## src/hw/csfl_pkg.sv

```systemverilog
// Purpose: shared constants and types for the shift, flag, load and store unit
// Assumes: 8-bit data, 16-bit data addresses, one core clock
// Notes: register offsets are byte addresses of 32-bit APB words
package csfl_pkg;
   // ------------------------------------------------------------
   // Register map
   // ------------------------------------------------------------
   localparam logic [7:0] CSFL_OFF_CMD = 8'h00;
   localparam logic [7:0] CSFL_OFF_OPND = 8'h04;
   localparam logic [7:0] CSFL_OFF_FLAGS = 8'h08;
   localparam logic [7:0] CSFL_OFF_STATUS = 8'h0c;
   localparam logic [7:0] CSFL_OFF_GPR_BASE = 8'h80;
   // ------------------------------------------------------------
   // Field positions
   // ------------------------------------------------------------
   localparam int CSFL_CMD_OP_LSB = 0;
   localparam int CSFL_CMD_RD_LSB = 8;
   localparam int CSFL_CMD_PTR_LSB = 16;
   localparam int CSFL_CMD_BIT_LSB = 20;
   localparam int CSFL_OPND_Q_LSB = 0;
   localparam int CSFL_OPND_K_LSB = 8;
   localparam int CSFL_FLG_C = 0;
   localparam int CSFL_FLG_Z = 1;
   localparam int CSFL_FLG_N = 2;
   localparam int CSFL_FLG_V = 3;
   localparam int CSFL_FLG_S = 4;
   localparam int CSFL_FLG_H = 5;
   localparam int CSFL_FLG_T = 6;
   localparam int CSFL_FLG_I = 7;
   // ------------------------------------------------------------
   // Reset values and timing
   // ------------------------------------------------------------
   localparam logic [7:0] CSFL_FLAGS_RST = 8'h00;
   localparam logic [7:0] CSFL_GPR_RST = 8'h00;
   localparam int CSFL_MEM_CYCLES = 2;
   // Pointer pairs: X at 26/27, Y at 28/29, Z at 30/31
   localparam logic [4:0] CSFL_PTR_X_LO = 5'h1a;
   localparam logic [4:0] CSFL_PTR_Y_LO = 5'h1c;
   localparam logic [4:0] CSFL_PTR_Z_LO = 5'h1e;

   typedef enum logic [4:0] {
      CSFL_OP_NOP = 5'h00,
      CSFL_OP_ROTATE_RIGHT_CARRY = 5'h01,
      CSFL_OP_ARITH_SHIFT_RIGHT = 5'h02,
      CSFL_OP_LOGIC_SHIFT_RIGHT = 5'h03,
      CSFL_OP_FLAG_STORE_BIT = 5'h04,
      CSFL_OP_FLAG_LOAD_BIT = 5'h05,
      CSFL_OP_HALF_FLAG_SET = 5'h06,
      CSFL_OP_HALF_FLAG_CLEAR = 5'h07,
      CSFL_OP_OVF_FLAG_SET = 5'h08,
      CSFL_OP_OVF_FLAG_CLEAR = 5'h09,
      CSFL_OP_SIGN_FLAG_SET = 5'h0a,
      CSFL_OP_SIGN_FLAG_CLEAR = 5'h0b,
      CSFL_OP_INDIRECT_LOAD = 5'h0c,
      CSFL_OP_LOAD_POST_INC = 5'h0d,
      CSFL_OP_LOAD_PRE_DEC = 5'h0e,
      CSFL_OP_DISPLACED_LOAD = 5'h0f,
      CSFL_OP_DIRECT_LOAD = 5'h10,
      CSFL_OP_PTR_WRITE = 5'h11,
      CSFL_OP_WRITE_POST_INC = 5'h12,
      CSFL_OP_WRITE_PRE_DEC = 5'h13
   } csfl_op_e;

   typedef enum logic [1:0] {
      CSFL_PTR_X = 2'h0,
      CSFL_PTR_Y = 2'h1,
      CSFL_PTR_Z = 2'h2
   } csfl_ptr_e;
endpackage : csfl_pkg

```

## src/hw/csfl_shift_if.sv

```systemverilog
// Purpose: carries shift requests between the unit and its shifter
// Assumes: combinational shifter
// Notes: none
interface csfl_shift_if;
   import csfl_pkg::*;
   csfl_op_e op;
   logic [7:0] din;
   logic carry_in;
   logic [7:0] dout;
   logic [7:0] flags_out;
   logic [7:0] flags_in;
   modport unit (output op, output din, output carry_in, output flags_in, input dout,
                 input flags_out);
   modport shifter (input op, input din, input carry_in, input flags_in, output dout,
                    output flags_out);
endinterface : csfl_shift_if

```

## src/hw/csfl_shifter.sv

```systemverilog
// Purpose: right shifts through carry and their flag results
// Assumes: flags_in is the current flag register
// Notes: S is refreshed as N xor V, as a full core would
module csfl_shifter
   import csfl_pkg::*;
(
   csfl_shift_if.shifter sh
);
   logic [7:0] res;
   logic cout;

   always_comb
   begin
      res = {1'b0, sh.din[7:1]};
      cout = sh.din[0];
      case (sh.op)
         CSFL_OP_ROTATE_RIGHT_CARRY: res = {sh.carry_in, sh.din[7:1]};
         CSFL_OP_ARITH_SHIFT_RIGHT: res = {sh.din[7], sh.din[7:1]};
         default: res = {1'b0, sh.din[7:1]};
      endcase
   end

   always_comb
   begin
      sh.dout = res;
      sh.flags_out = sh.flags_in;
      sh.flags_out[CSFL_FLG_C] = cout;
      sh.flags_out[CSFL_FLG_Z] = (res == 8'h00);
      sh.flags_out[CSFL_FLG_N] = res[7];
      sh.flags_out[CSFL_FLG_V] = res[7] ^ cout;
      sh.flags_out[CSFL_FLG_S] = cout;
   end
endmodule : csfl_shifter

```

## src/hw/csfl_unit.sv

```systemverilog
// Purpose: executes shift, flag-bit and data-memory load/store operations
// Assumes: software issues one operation at a time over APB
// Notes: data memory is an internal array; general registers are APB visible
//
// What this block does
// - Rotate right through carry: carry to bit 7, bit 0 to carry, sets Z C N V S, one cycle.
// - Arithmetic right shift keeps bit 7, shifts the rest down, sets Z C N V S, one cycle.
// - Bit store copies a chosen source bit into T, touching only T, one cycle.
// - Bit load writes T into a chosen destination bit, flags unchanged, one cycle.
// - Half-carry set and clear force H only, one cycle.
// - Overflow set and clear force V only, one cycle.
// - Sign set and clear force S only, one cycle.
// - Post-increment load reads at the pointer, then bumps it, flags kept, two cycles.
// - Pre-decrement load lowers the pointer first, then reads there, two cycles.
// - Displaced load reads at pointer plus displacement, pointer kept, two cycles.
// - Direct load reads the constant address, flags kept, two cycles.
// - Post-increment store writes at the pointer, then bumps it, two cycles.
// - Pre-decrement store lowers the pointer first, then writes there, two cycles.
// - Plain indirect load reads at the pointer and leaves it unchanged, two cycles.
// - Logical right shift clears bit 7, sets Z C N V S, one cycle.
//
// Implementation choices: the register addresses and the APB slave port.
module csfl_unit
   import csfl_pkg::*;
#(
   parameter int MEM_DEPTH = 256
)
(
   input wire logic clk_sys,
   input wire logic rst_n,
   input wire logic psel,
   input wire logic penable,
   input wire logic pwrite,
   input wire logic [7:0] paddr,
   input wire logic [31:0] pwdata,
   output logic [31:0] prdata,
   output logic pready,
   output logic pslverr,
   output logic busy,
   output logic [7:0] flag_register
);
   import csfl_pkg::*;

   localparam int AW = $clog2(MEM_DEPTH);

   // ------------------------------------------------------------
   // State
   // ------------------------------------------------------------
   typedef enum logic [0:0] {CSFL_IDLE, CSFL_MEM} csfl_state_e;

   csfl_state_e state_q;
   logic [7:0] gpr_q [32];
   logic [7:0] mem_q [MEM_DEPTH];
   logic [7:0] flags_q;
   logic [4:0] op_q;
   logic [4:0] rd_q;
   logic [1:0] ptr_sel_q;
   logic [2:0] bit_q;
   logic [5:0] q_q;
   logic [15:0] k_q;
   logic [15:0] addr_q;
   logic [31:0] cmd_q;
   logic [31:0] opnd_q;
   logic [7:0] done_cnt_q;

   logic wr_en;
   logic rd_en;
   logic start;
   logic [4:0] ptr_lo;
   logic [15:0] ptr_val;
   logic [15:0] ptr_inc;
   logic [15:0] ptr_dec;
   logic [15:0] eff_addr;
   logic ptr_upd;
   logic [15:0] ptr_new;
   logic gpr_wr;
   logic [4:0] gpr_wr_idx;
   logic [7:0] gpr_wr_dat;
   csfl_op_e op_now;

   csfl_shift_if sh ();

   csfl_shifter u_shifter (
      .sh(sh)
   );

   assign wr_en = psel && penable && pwrite;
   assign rd_en = psel && penable && !pwrite;
   assign op_now = csfl_op_e'(pwdata[CSFL_CMD_OP_LSB +: 5]);
   assign start = wr_en && (paddr == CSFL_OFF_CMD) && (state_q == CSFL_IDLE);

   // ------------------------------------------------------------
   // Address generation
   // ------------------------------------------------------------
   always_comb
   begin
      if (pwdata[CSFL_CMD_PTR_LSB +: 2] == CSFL_PTR_X)
      begin
         ptr_lo = CSFL_PTR_X_LO;
      end
      else if (pwdata[CSFL_CMD_PTR_LSB +: 2] == CSFL_PTR_Y)
      begin
         ptr_lo = CSFL_PTR_Y_LO;
      end
      else
      begin
         ptr_lo = CSFL_PTR_Z_LO;
      end
   end

   assign ptr_val = {gpr_q[ptr_lo + 5'd1], gpr_q[ptr_lo]};
   assign ptr_inc = ptr_val + 16'h0001;
   assign ptr_dec = ptr_val - 16'h0001;

   always_comb
   begin
      eff_addr = ptr_val;
      ptr_upd = 1'b0;
      ptr_new = ptr_val;
      case (op_now)
         CSFL_OP_LOAD_POST_INC, CSFL_OP_WRITE_POST_INC:
         begin
            ptr_upd = 1'b1;
            ptr_new = ptr_inc;
         end
         CSFL_OP_LOAD_PRE_DEC, CSFL_OP_WRITE_PRE_DEC:
         begin
            eff_addr = ptr_dec;
            ptr_upd = 1'b1;
            ptr_new = ptr_dec;
         end
         CSFL_OP_DISPLACED_LOAD:
            eff_addr = ptr_val + {10'h000, opnd_q[CSFL_OPND_Q_LSB +: 6]};
         CSFL_OP_DIRECT_LOAD:
            eff_addr = opnd_q[CSFL_OPND_K_LSB +: 16];
         default:
            eff_addr = ptr_val;
      endcase
   end

   assign sh.op = op_now;
   assign sh.din = gpr_q[pwdata[CSFL_CMD_RD_LSB +: 5]];
   assign sh.carry_in = flags_q[CSFL_FLG_C];
   assign sh.flags_in = flags_q;

   // ------------------------------------------------------------
   // Sequencer
   // ------------------------------------------------------------
   // Memory ops hold busy for the second cycle; a new command is refused meanwhile
   always_ff @(posedge clk_sys)
   begin
      if (!rst_n)
      begin
         state_q <= CSFL_IDLE;
         op_q <= 5'h00;
         rd_q <= 5'h00;
         addr_q <= 16'h0000;
         ptr_sel_q <= 2'h0;
         bit_q <= 3'h0;
         q_q <= 6'h00;
         k_q <= 16'h0000;
      end
      else
      begin
         case (state_q)
            CSFL_IDLE:
               if (start && (op_now >= CSFL_OP_INDIRECT_LOAD)
                   && (op_now <= CSFL_OP_WRITE_PRE_DEC))
               begin
                  state_q <= CSFL_MEM;
                  op_q <= op_now;
                  rd_q <= pwdata[CSFL_CMD_RD_LSB +: 5];
                  addr_q <= eff_addr;
                  ptr_sel_q <= pwdata[CSFL_CMD_PTR_LSB +: 2];
                  bit_q <= pwdata[CSFL_CMD_BIT_LSB +: 3];
                  q_q <= opnd_q[CSFL_OPND_Q_LSB +: 6];
                  k_q <= opnd_q[CSFL_OPND_K_LSB +: 16];
               end
            default:
               state_q <= CSFL_IDLE;
         endcase
      end
   end

   always_ff @(posedge clk_sys)
   begin
      if (!rst_n)
      begin
         busy <= 1'b0;
      end
      else
      begin
         busy <= start && (op_now >= CSFL_OP_INDIRECT_LOAD)
                 && (op_now <= CSFL_OP_WRITE_PRE_DEC);
      end
   end

   always_ff @(posedge clk_sys)
   begin
      if (!rst_n)
      begin
         done_cnt_q <= 8'h00;
      end
      else if (start || (state_q == CSFL_MEM))
      begin
         done_cnt_q <= done_cnt_q + 8'h01;
      end
   end

   // ------------------------------------------------------------
   // Register file write port
   // ------------------------------------------------------------
   always_comb
   begin
      gpr_wr = 1'b0;
      gpr_wr_idx = pwdata[CSFL_CMD_RD_LSB +: 5];
      gpr_wr_dat = 8'h00;
      if (state_q == CSFL_MEM)
      begin
         gpr_wr_idx = rd_q;
         gpr_wr_dat = mem_q[addr_q[AW-1:0]];
         gpr_wr = (op_q <= CSFL_OP_DIRECT_LOAD);
      end
      else if (start)
      begin
         if ((op_now == CSFL_OP_ROTATE_RIGHT_CARRY) || (op_now == CSFL_OP_ARITH_SHIFT_RIGHT)
             || (op_now == CSFL_OP_LOGIC_SHIFT_RIGHT))
         begin
            gpr_wr = 1'b1;
            gpr_wr_dat = sh.dout;
         end
         else if (op_now == CSFL_OP_FLAG_LOAD_BIT)
         begin
            gpr_wr = 1'b1;
            gpr_wr_dat = sh.din;
            gpr_wr_dat[pwdata[CSFL_CMD_BIT_LSB +: 3]] = flags_q[CSFL_FLG_T];
         end
      end
      else if (wr_en && (paddr >= CSFL_OFF_GPR_BASE))
      begin
         gpr_wr = 1'b1;
         gpr_wr_idx = paddr[6:2];
         gpr_wr_dat = pwdata[7:0];
      end
   end

   always_ff @(posedge clk_sys)
   begin
      if (!rst_n)
      begin
         for (int i = 0; i < 32; i++)
         begin
            gpr_q[i] <= CSFL_GPR_RST;
         end
      end
      else
      begin
         if (gpr_wr)
         begin
            gpr_q[gpr_wr_idx] <= gpr_wr_dat;
         end
         // Pointer update in the first cycle; a load into the pointer register writes one cycle later and wins
         if (start && ptr_upd)
         begin
            gpr_q[ptr_lo] <= ptr_new[7:0];
            gpr_q[ptr_lo + 5'd1] <= ptr_new[15:8];
         end
      end
   end

   // ------------------------------------------------------------
   // Data memory
   // ------------------------------------------------------------
   always_ff @(posedge clk_sys)
   begin
      if ((state_q == CSFL_MEM) && (op_q >= CSFL_OP_PTR_WRITE))
      begin
         mem_q[addr_q[AW-1:0]] <= gpr_q[rd_q];
      end
   end

   // ------------------------------------------------------------
   // Flags
   // ------------------------------------------------------------
   always_ff @(posedge clk_sys)
   begin
      if (!rst_n)
      begin
         flags_q <= CSFL_FLAGS_RST;
      end
      else if (start)
      begin
         case (op_now)
            CSFL_OP_ROTATE_RIGHT_CARRY, CSFL_OP_ARITH_SHIFT_RIGHT, CSFL_OP_LOGIC_SHIFT_RIGHT:
               flags_q <= sh.flags_out;
            CSFL_OP_FLAG_STORE_BIT:
               flags_q[CSFL_FLG_T] <= sh.din[pwdata[CSFL_CMD_BIT_LSB +: 3]];
            CSFL_OP_HALF_FLAG_SET:
               flags_q[CSFL_FLG_H] <= 1'b1;
            CSFL_OP_HALF_FLAG_CLEAR:
               flags_q[CSFL_FLG_H] <= 1'b0;
            CSFL_OP_OVF_FLAG_SET:
               flags_q[CSFL_FLG_V] <= 1'b1;
            CSFL_OP_OVF_FLAG_CLEAR:
               flags_q[CSFL_FLG_V] <= 1'b0;
            CSFL_OP_SIGN_FLAG_SET:
               flags_q[CSFL_FLG_S] <= 1'b1;
            CSFL_OP_SIGN_FLAG_CLEAR:
               flags_q[CSFL_FLG_S] <= 1'b0;
            default:
               flags_q <= flags_q;
         endcase
      end
      else if (wr_en && (paddr == CSFL_OFF_FLAGS))
      begin
         flags_q <= pwdata[7:0];
      end
   end

   always_ff @(posedge clk_sys)
   begin
      if (!rst_n)
      begin
         flag_register <= CSFL_FLAGS_RST;
      end
      else
      begin
         flag_register <= flags_q;
      end
   end

   // ------------------------------------------------------------
   // APB slave
   // ------------------------------------------------------------
   always_ff @(posedge clk_sys)
   begin
      if (!rst_n)
      begin
         cmd_q <= 32'h0000_0000;
         opnd_q <= 32'h0000_0000;
      end
      else if (wr_en && (paddr == CSFL_OFF_CMD))
      begin
         cmd_q <= pwdata;
      end
      else if (wr_en && (paddr == CSFL_OFF_OPND))
      begin
         opnd_q <= pwdata;
      end
   end

   // Zero-wait answer; pready is a registered copy of the setup phase
   always_ff @(posedge clk_sys)
   begin
      if (!rst_n)
      begin
         pready <= 1'b0;
         pslverr <= 1'b0;
         prdata <= 32'h0000_0000;
      end
      else
      begin
         pready <= psel && !penable;
         pslverr <= psel && !penable && (paddr[1:0] != 2'b00
                    || (pwrite && paddr == CSFL_OFF_CMD && state_q != CSFL_IDLE));
         prdata <= 32'h0000_0000;
         if (psel && !penable && !pwrite)
         begin
            if (paddr == CSFL_OFF_CMD)
            begin
               prdata <= cmd_q;
            end
            else if (paddr == CSFL_OFF_OPND)
            begin
               prdata <= opnd_q;
            end
            else if (paddr == CSFL_OFF_FLAGS)
            begin
               prdata <= {24'h000000, flags_q};
            end
            else if (paddr == CSFL_OFF_STATUS)
            begin
               prdata <= {16'h0000, done_cnt_q, 7'h00, (state_q != CSFL_IDLE)};
            end
            else if (paddr >= CSFL_OFF_GPR_BASE)
            begin
               prdata <= {24'h000000, gpr_q[paddr[6:2]]};
            end
         end
      end
   end

   logic unused_ok;
   assign unused_ok = rd_en ^ (^ptr_sel_q) ^ (^bit_q) ^ (^q_q) ^ (^k_q);
endmodule : csfl_unit

```

## config.mk

```make
export PLATFORM = sky130hd
export DESIGN_NAME = csfl_unit
export DESIGN_NICKNAME = d
export VERILOG_FILES = /design/src/hw/csfl_pkg.sv /design/src/hw/csfl_shift_if.sv /design/src/hw/csfl_shifter.sv /design/src/hw/csfl_unit.sv
export SDC_FILE = /design/constraint.sdc
export NUM_CORES = 2
export LEC_CHECK = 0
export BUFFER_PORTS_ARGS = -buffer_cell sky130_fd_sc_hd__clkbuf_2
export CAP_MARGIN = 20
export CORE_MARGIN = 1.5
export CORE_UTILIZATION = 46
export CTS_CLUSTER_DIAMETER = 50
export CTS_CLUSTER_SIZE = 12
export DETAILED_ROUTE_END_ITERATION = 6
export GPL_TIMING_DRIVEN = 0
export PLACE_DENSITY = 0.59
export SLEW_MARGIN = 40
export SYNTH_ARGS = -nofsm -noshare
export SYNTH_HDL_FRONTEND = slang
export SYNTH_SLANG_ARGS = --single-unit
```

## constraint.sdc

```tcl
create_clock -name clk_sys -period 7.8 [get_ports clk_sys]
set_clock_uncertainty 0.15 [all_clocks]
set_input_delay 0.78 -clock clk_sys [delete_from_list [all_inputs] [get_ports clk_sys]]
set_output_delay 0.78 -clock clk_sys [all_outputs]
set_load 0.02 [all_outputs]
```

==> impl_results.rst <==
.. list-table::
   :header-rows: 1

   * - Metric
     - Value
   * - Worst-Skew Late Latency
     - 0.98 ns
   * - Number of global-route vias before repair
     - approximately 60,000
   * - Clock Path Buffers
     - 4
   * - Number of gates resized after CTS
     - 0
   * - Classification of the worst setup path
     - flip-flop to flip-flop
   * - Share of the clock period used by the worst path
     - roughly 99%
   * - Mean Syn Cell Area
     - ~18 µm²
   * - Vias after detailed routing
     - ~64,000
   * - Post-Syn Instances
     - around 5,800
   * - Highest clock frequency the design can meet
     - between 100 and 150 MHz
   * - Worst Setup End Kind
     - flip-flop
   * - Largest fanout of any net on the critical path
     - 10
   * - Global-route wire length before repair
     - between 500,000 and 600,000 µm
   * - Post-synthesis instance area
     - between 100,000 and 150,000 µm²
   * - Fraction of final layout cells sized beyond drive strength 1
     - ~28%
   * - Hold_ws
     - about 0.030 ns
   * - Largest net degree at the start of global routing
     - 98
   * - Routability Congestion
     - 1.04
   * - Required time of the critical path
     - just over 8 ns
   * - Unrepaired setup endpoints after global routing
     - false
   * - Clock tree from TritonCTS
     - yes
   * - Sequential element share of the synthesized area
     - between 70% and 80%
   * - Total wire length after detailed routing
     - 406,000 µm
   * - Count of distinct cell types in the synthesized netlist
     - 85
   * - Via density
     - just under 7
   * - Post-synthesis async set-or-reset flop share
     - 0%
   * - Library cell with the highest instance count after synthesis
     - edfxtp_1
   * - Final setup vio count
     - 0
   * - Flip-flop and latch count after synthesis
     - between 2,000 and 2,500
   * - Ys flop type
     - edfxtp_1
   * - Initial Utilization
     - between 40% and 50%
   * - Clock transition at the register clock pins on the worst setup and hold paths after CTS
     - about 0.060 ns
   * - NumNets Final
     - between 6,000 and 7,000
   * - Max-slew violations
     - 0
   * - Number of hold violations in the final report
     - 0
   * - Core outline area
     - 222,000 µm²
   * - Synthesized Nets
     - just under 6,000
   * - Worst slew pin tran
     - 1.00 ns
   * - Vert. Die Dim
     - between 400 and 500 µm
   * - Final critical-path required period
     - slightly below 8 ns
   * - Number of ports placed on the die boundary
     - 88
   * - Antenna violations before repair
     - 29
   * - CTS Root Cell
     - clkbuf_16
   * - Number of enable-type register cells in the synthesized netlist
     - 2,304
   * - Number of warnings printed during yosys synthesis
     - 0
   * - Total power
     - ~28,000 µW
   * - Top area cells in the synthesized netlist
     - edfxtp_1, mux4_2, dfxtp_1
   * - Drt initial violations
     - roughly 12,000
   * - Peak supply drop
     - approximately 0.21 mV
   * - GRT Overall Usage
     - around 36%
   * - Dpl hpwl
     - 280,000 µm
   * - Post-route ant nets
     - 0
   * - Number of clock sinks
     - 2,459
   * - Total iterations of the first detailed-routing run
     - 6
   * - Area enclosed by the die boundary
     - roughly 230,000 µm²
   * - Register area
     - approximately 72,000 µm²
   * - Worst-case headroom to the max-slew limit
     - between 30% and 40%
   * - Layout fillers
     - 17,600
   * - Post-detailed-route wirelength per cell
     - roughly 43 µm
   * - Area grow syn2layout
     - 14.9%
   * - Most numerous cell types in the synthesized netlist
     - edfxtp_1, mux4_2, nor2_1, nand2_1, mux2i_1
   * - Number of maximum-capacitance constraint violations
     - 0
   * - Portion of synthesized cell area occupied by the leading cell type
     - around 67%
   * - Width of the chip
     - approximately 480 µm
   * - Drt drc
     - 0
   * - Area of combinational cells with multiple inputs
     - around 29,000 µm²
   * - Total global routing overflow
     - 0
   * - Cell type with the largest total area after synthesis
     - edfxtp_1
   * - Clock H-tree levels
     - 5
   * - PortBufs
     - 81
   * - Run status
     - complete, no violations
   * - Number of clock buffers inserted by TritonCTS
     - 294
   * - Worst Setup Start Kind
     - flip-flop
   * - Total power per unit cell area
     - 236 nW/µm²
   * - Placement Rows
     - around 170
   * - Pleak
     - 0.0367 µW
   * - Worst Path Arrival
     - a little over 8 ns
   * - Tightest Hold Check Type
     - primary input to flip-flop
## routing by layer
layer,vias to the layer above,GRT usage (%),wire (µm)
met5,-,0,139
met4,18,17.0,22700
met3,1013,13.2,59800
met2,5182,50.9,174000
met1,33900,48.7,149000
li1,24300,-,-
## where the power goes
part	switching, µW	internal, µW
clock	5450	7370
sequential	38.9	14400
combinational	459	210
total	5940	21900
## worst paths after layout
check,start,end,slack (ns),cells past startpoint
setup reg to reg,flip-flop,gpr_q[25][3]$_DFFE_PP_,0.07,14
hold / removal,psel,pready$_SDFF_PN0_,0.03,3
hold reg to reg,opnd_q[20]$_SDFFE_PN0P_,opnd_q[20]$_SDFFE_PN0P_,0.32,2
setup / recovery,flip-flop,gpr_q[25][3]$_DFFE_PP_,0.07,14
## state kept, by name, indices dropped and copies added, names as in the netlist, named ones only
signal,cells
flag_register,8
state_q,1
rd_q,5
busy,1
done_cnt_q,8
pready,1
mem_q,2048
flags_q,8
opnd_q,32
op_q,5
cmd_q,32
prdata,32
pslverr,1
gpr_q,256
addr_q,8
## stage by stage
stage	instances	area, µm²	setup slack, ns	TNS (ns)	util [%]
2_1_floorplan	5785	103000	3.22	0	-
3_3_place_gp	8841	107000	-0.628	-992.46	48.1
6_report	9356	118000	0.0661	0	53.1
5_1_grt	9343	118000	0.506	0	53.1
4_1_cts	9341	118000	0.625	0	53.0
3_5_place_dp	8906	109000	0.663	0	49.1
## placed cells by master, fill, tap and decap left out, types with 15 or more instances in the layout
cell type / instances
nor2_1: 422
nor2b_1: 58
buf_2: 126
mux2_2: 34
xnor2_1: 16
nor2_2: 193
buf_4: 75
clkbuf_1: 119
clkbuf_16: 304
a22oi_1: 112
a211oi_1: 23
nand2_1: 355
and3_1: 19
mux4_2: 682
o22ai_1: 95
inv_6: 19
and2_1: 27
clkinv_1: 15
o211ai_1: 17
a31oi_1: 22
a22o_1: 23
buf_16: 40
clkbuf_2: 159
clkinv_2: 26
a221oi_1: 24
a21boi_0: 70
nand3_1: 61
nand4_1: 25
nor4_1: 19
clkinv_4: 16
mux2i_1: 175
nor4_2: 17
a21oi_1: 82
inv_1: 18
nor3_1: 53
o21ai_0: 54
nand2b_1: 27
dfxtp_1: 155
edfxtp_1: 2304
## critical path, cell delays in order (launching register included)
cell,delay (ns)
dfxtp_1,0.31
buf_2,0.49
buf_4,0.36
buf_4,0.38
buf_2,0.62
buf_2,0.85
buf_2,0.74
mux4_2,0.41
o21ai_0,0.69
o21ai_0,0.39
nor4_2,0.64
nor3_1,0.29
nand2_1,0.55
buf_2,0.40
nor2_1,0.09
## kinds of logic after synthesis
logic type	count (synthesis)	share of synthesized area [%]
buffers and inverters	393	1.78
adders and majority gates	10	0.122
and+or+nand+nor	1366	5.94
DFF	2459	70.5
muxes	901	17.2
AOI/OAI and AO/OA	629	4.30
xor gates and xnor gates	27	0.231
## area by class of cell
type                    instances  share of cell area, %
clock inverters                96                  0.756
inverters                      22                 0.0701
flip-flops and latches       2459                   61.3
repair buffers                161                   1.59
diodes                         14                 0.0297
clock buffers                 325                   6.53
well taps                    2975                   3.16
plain buffers                 371                   1.62
multi-input cells            2933                   24.9
## timing repair
action | in CTS | in global routing
setup endpoints to repair | 0 | 0
hold endpoints to repair | 28 | 0
buffers inserted | 0 | 0
hold buffers | 14 | 0
Power figures use the tool's default switching activity.
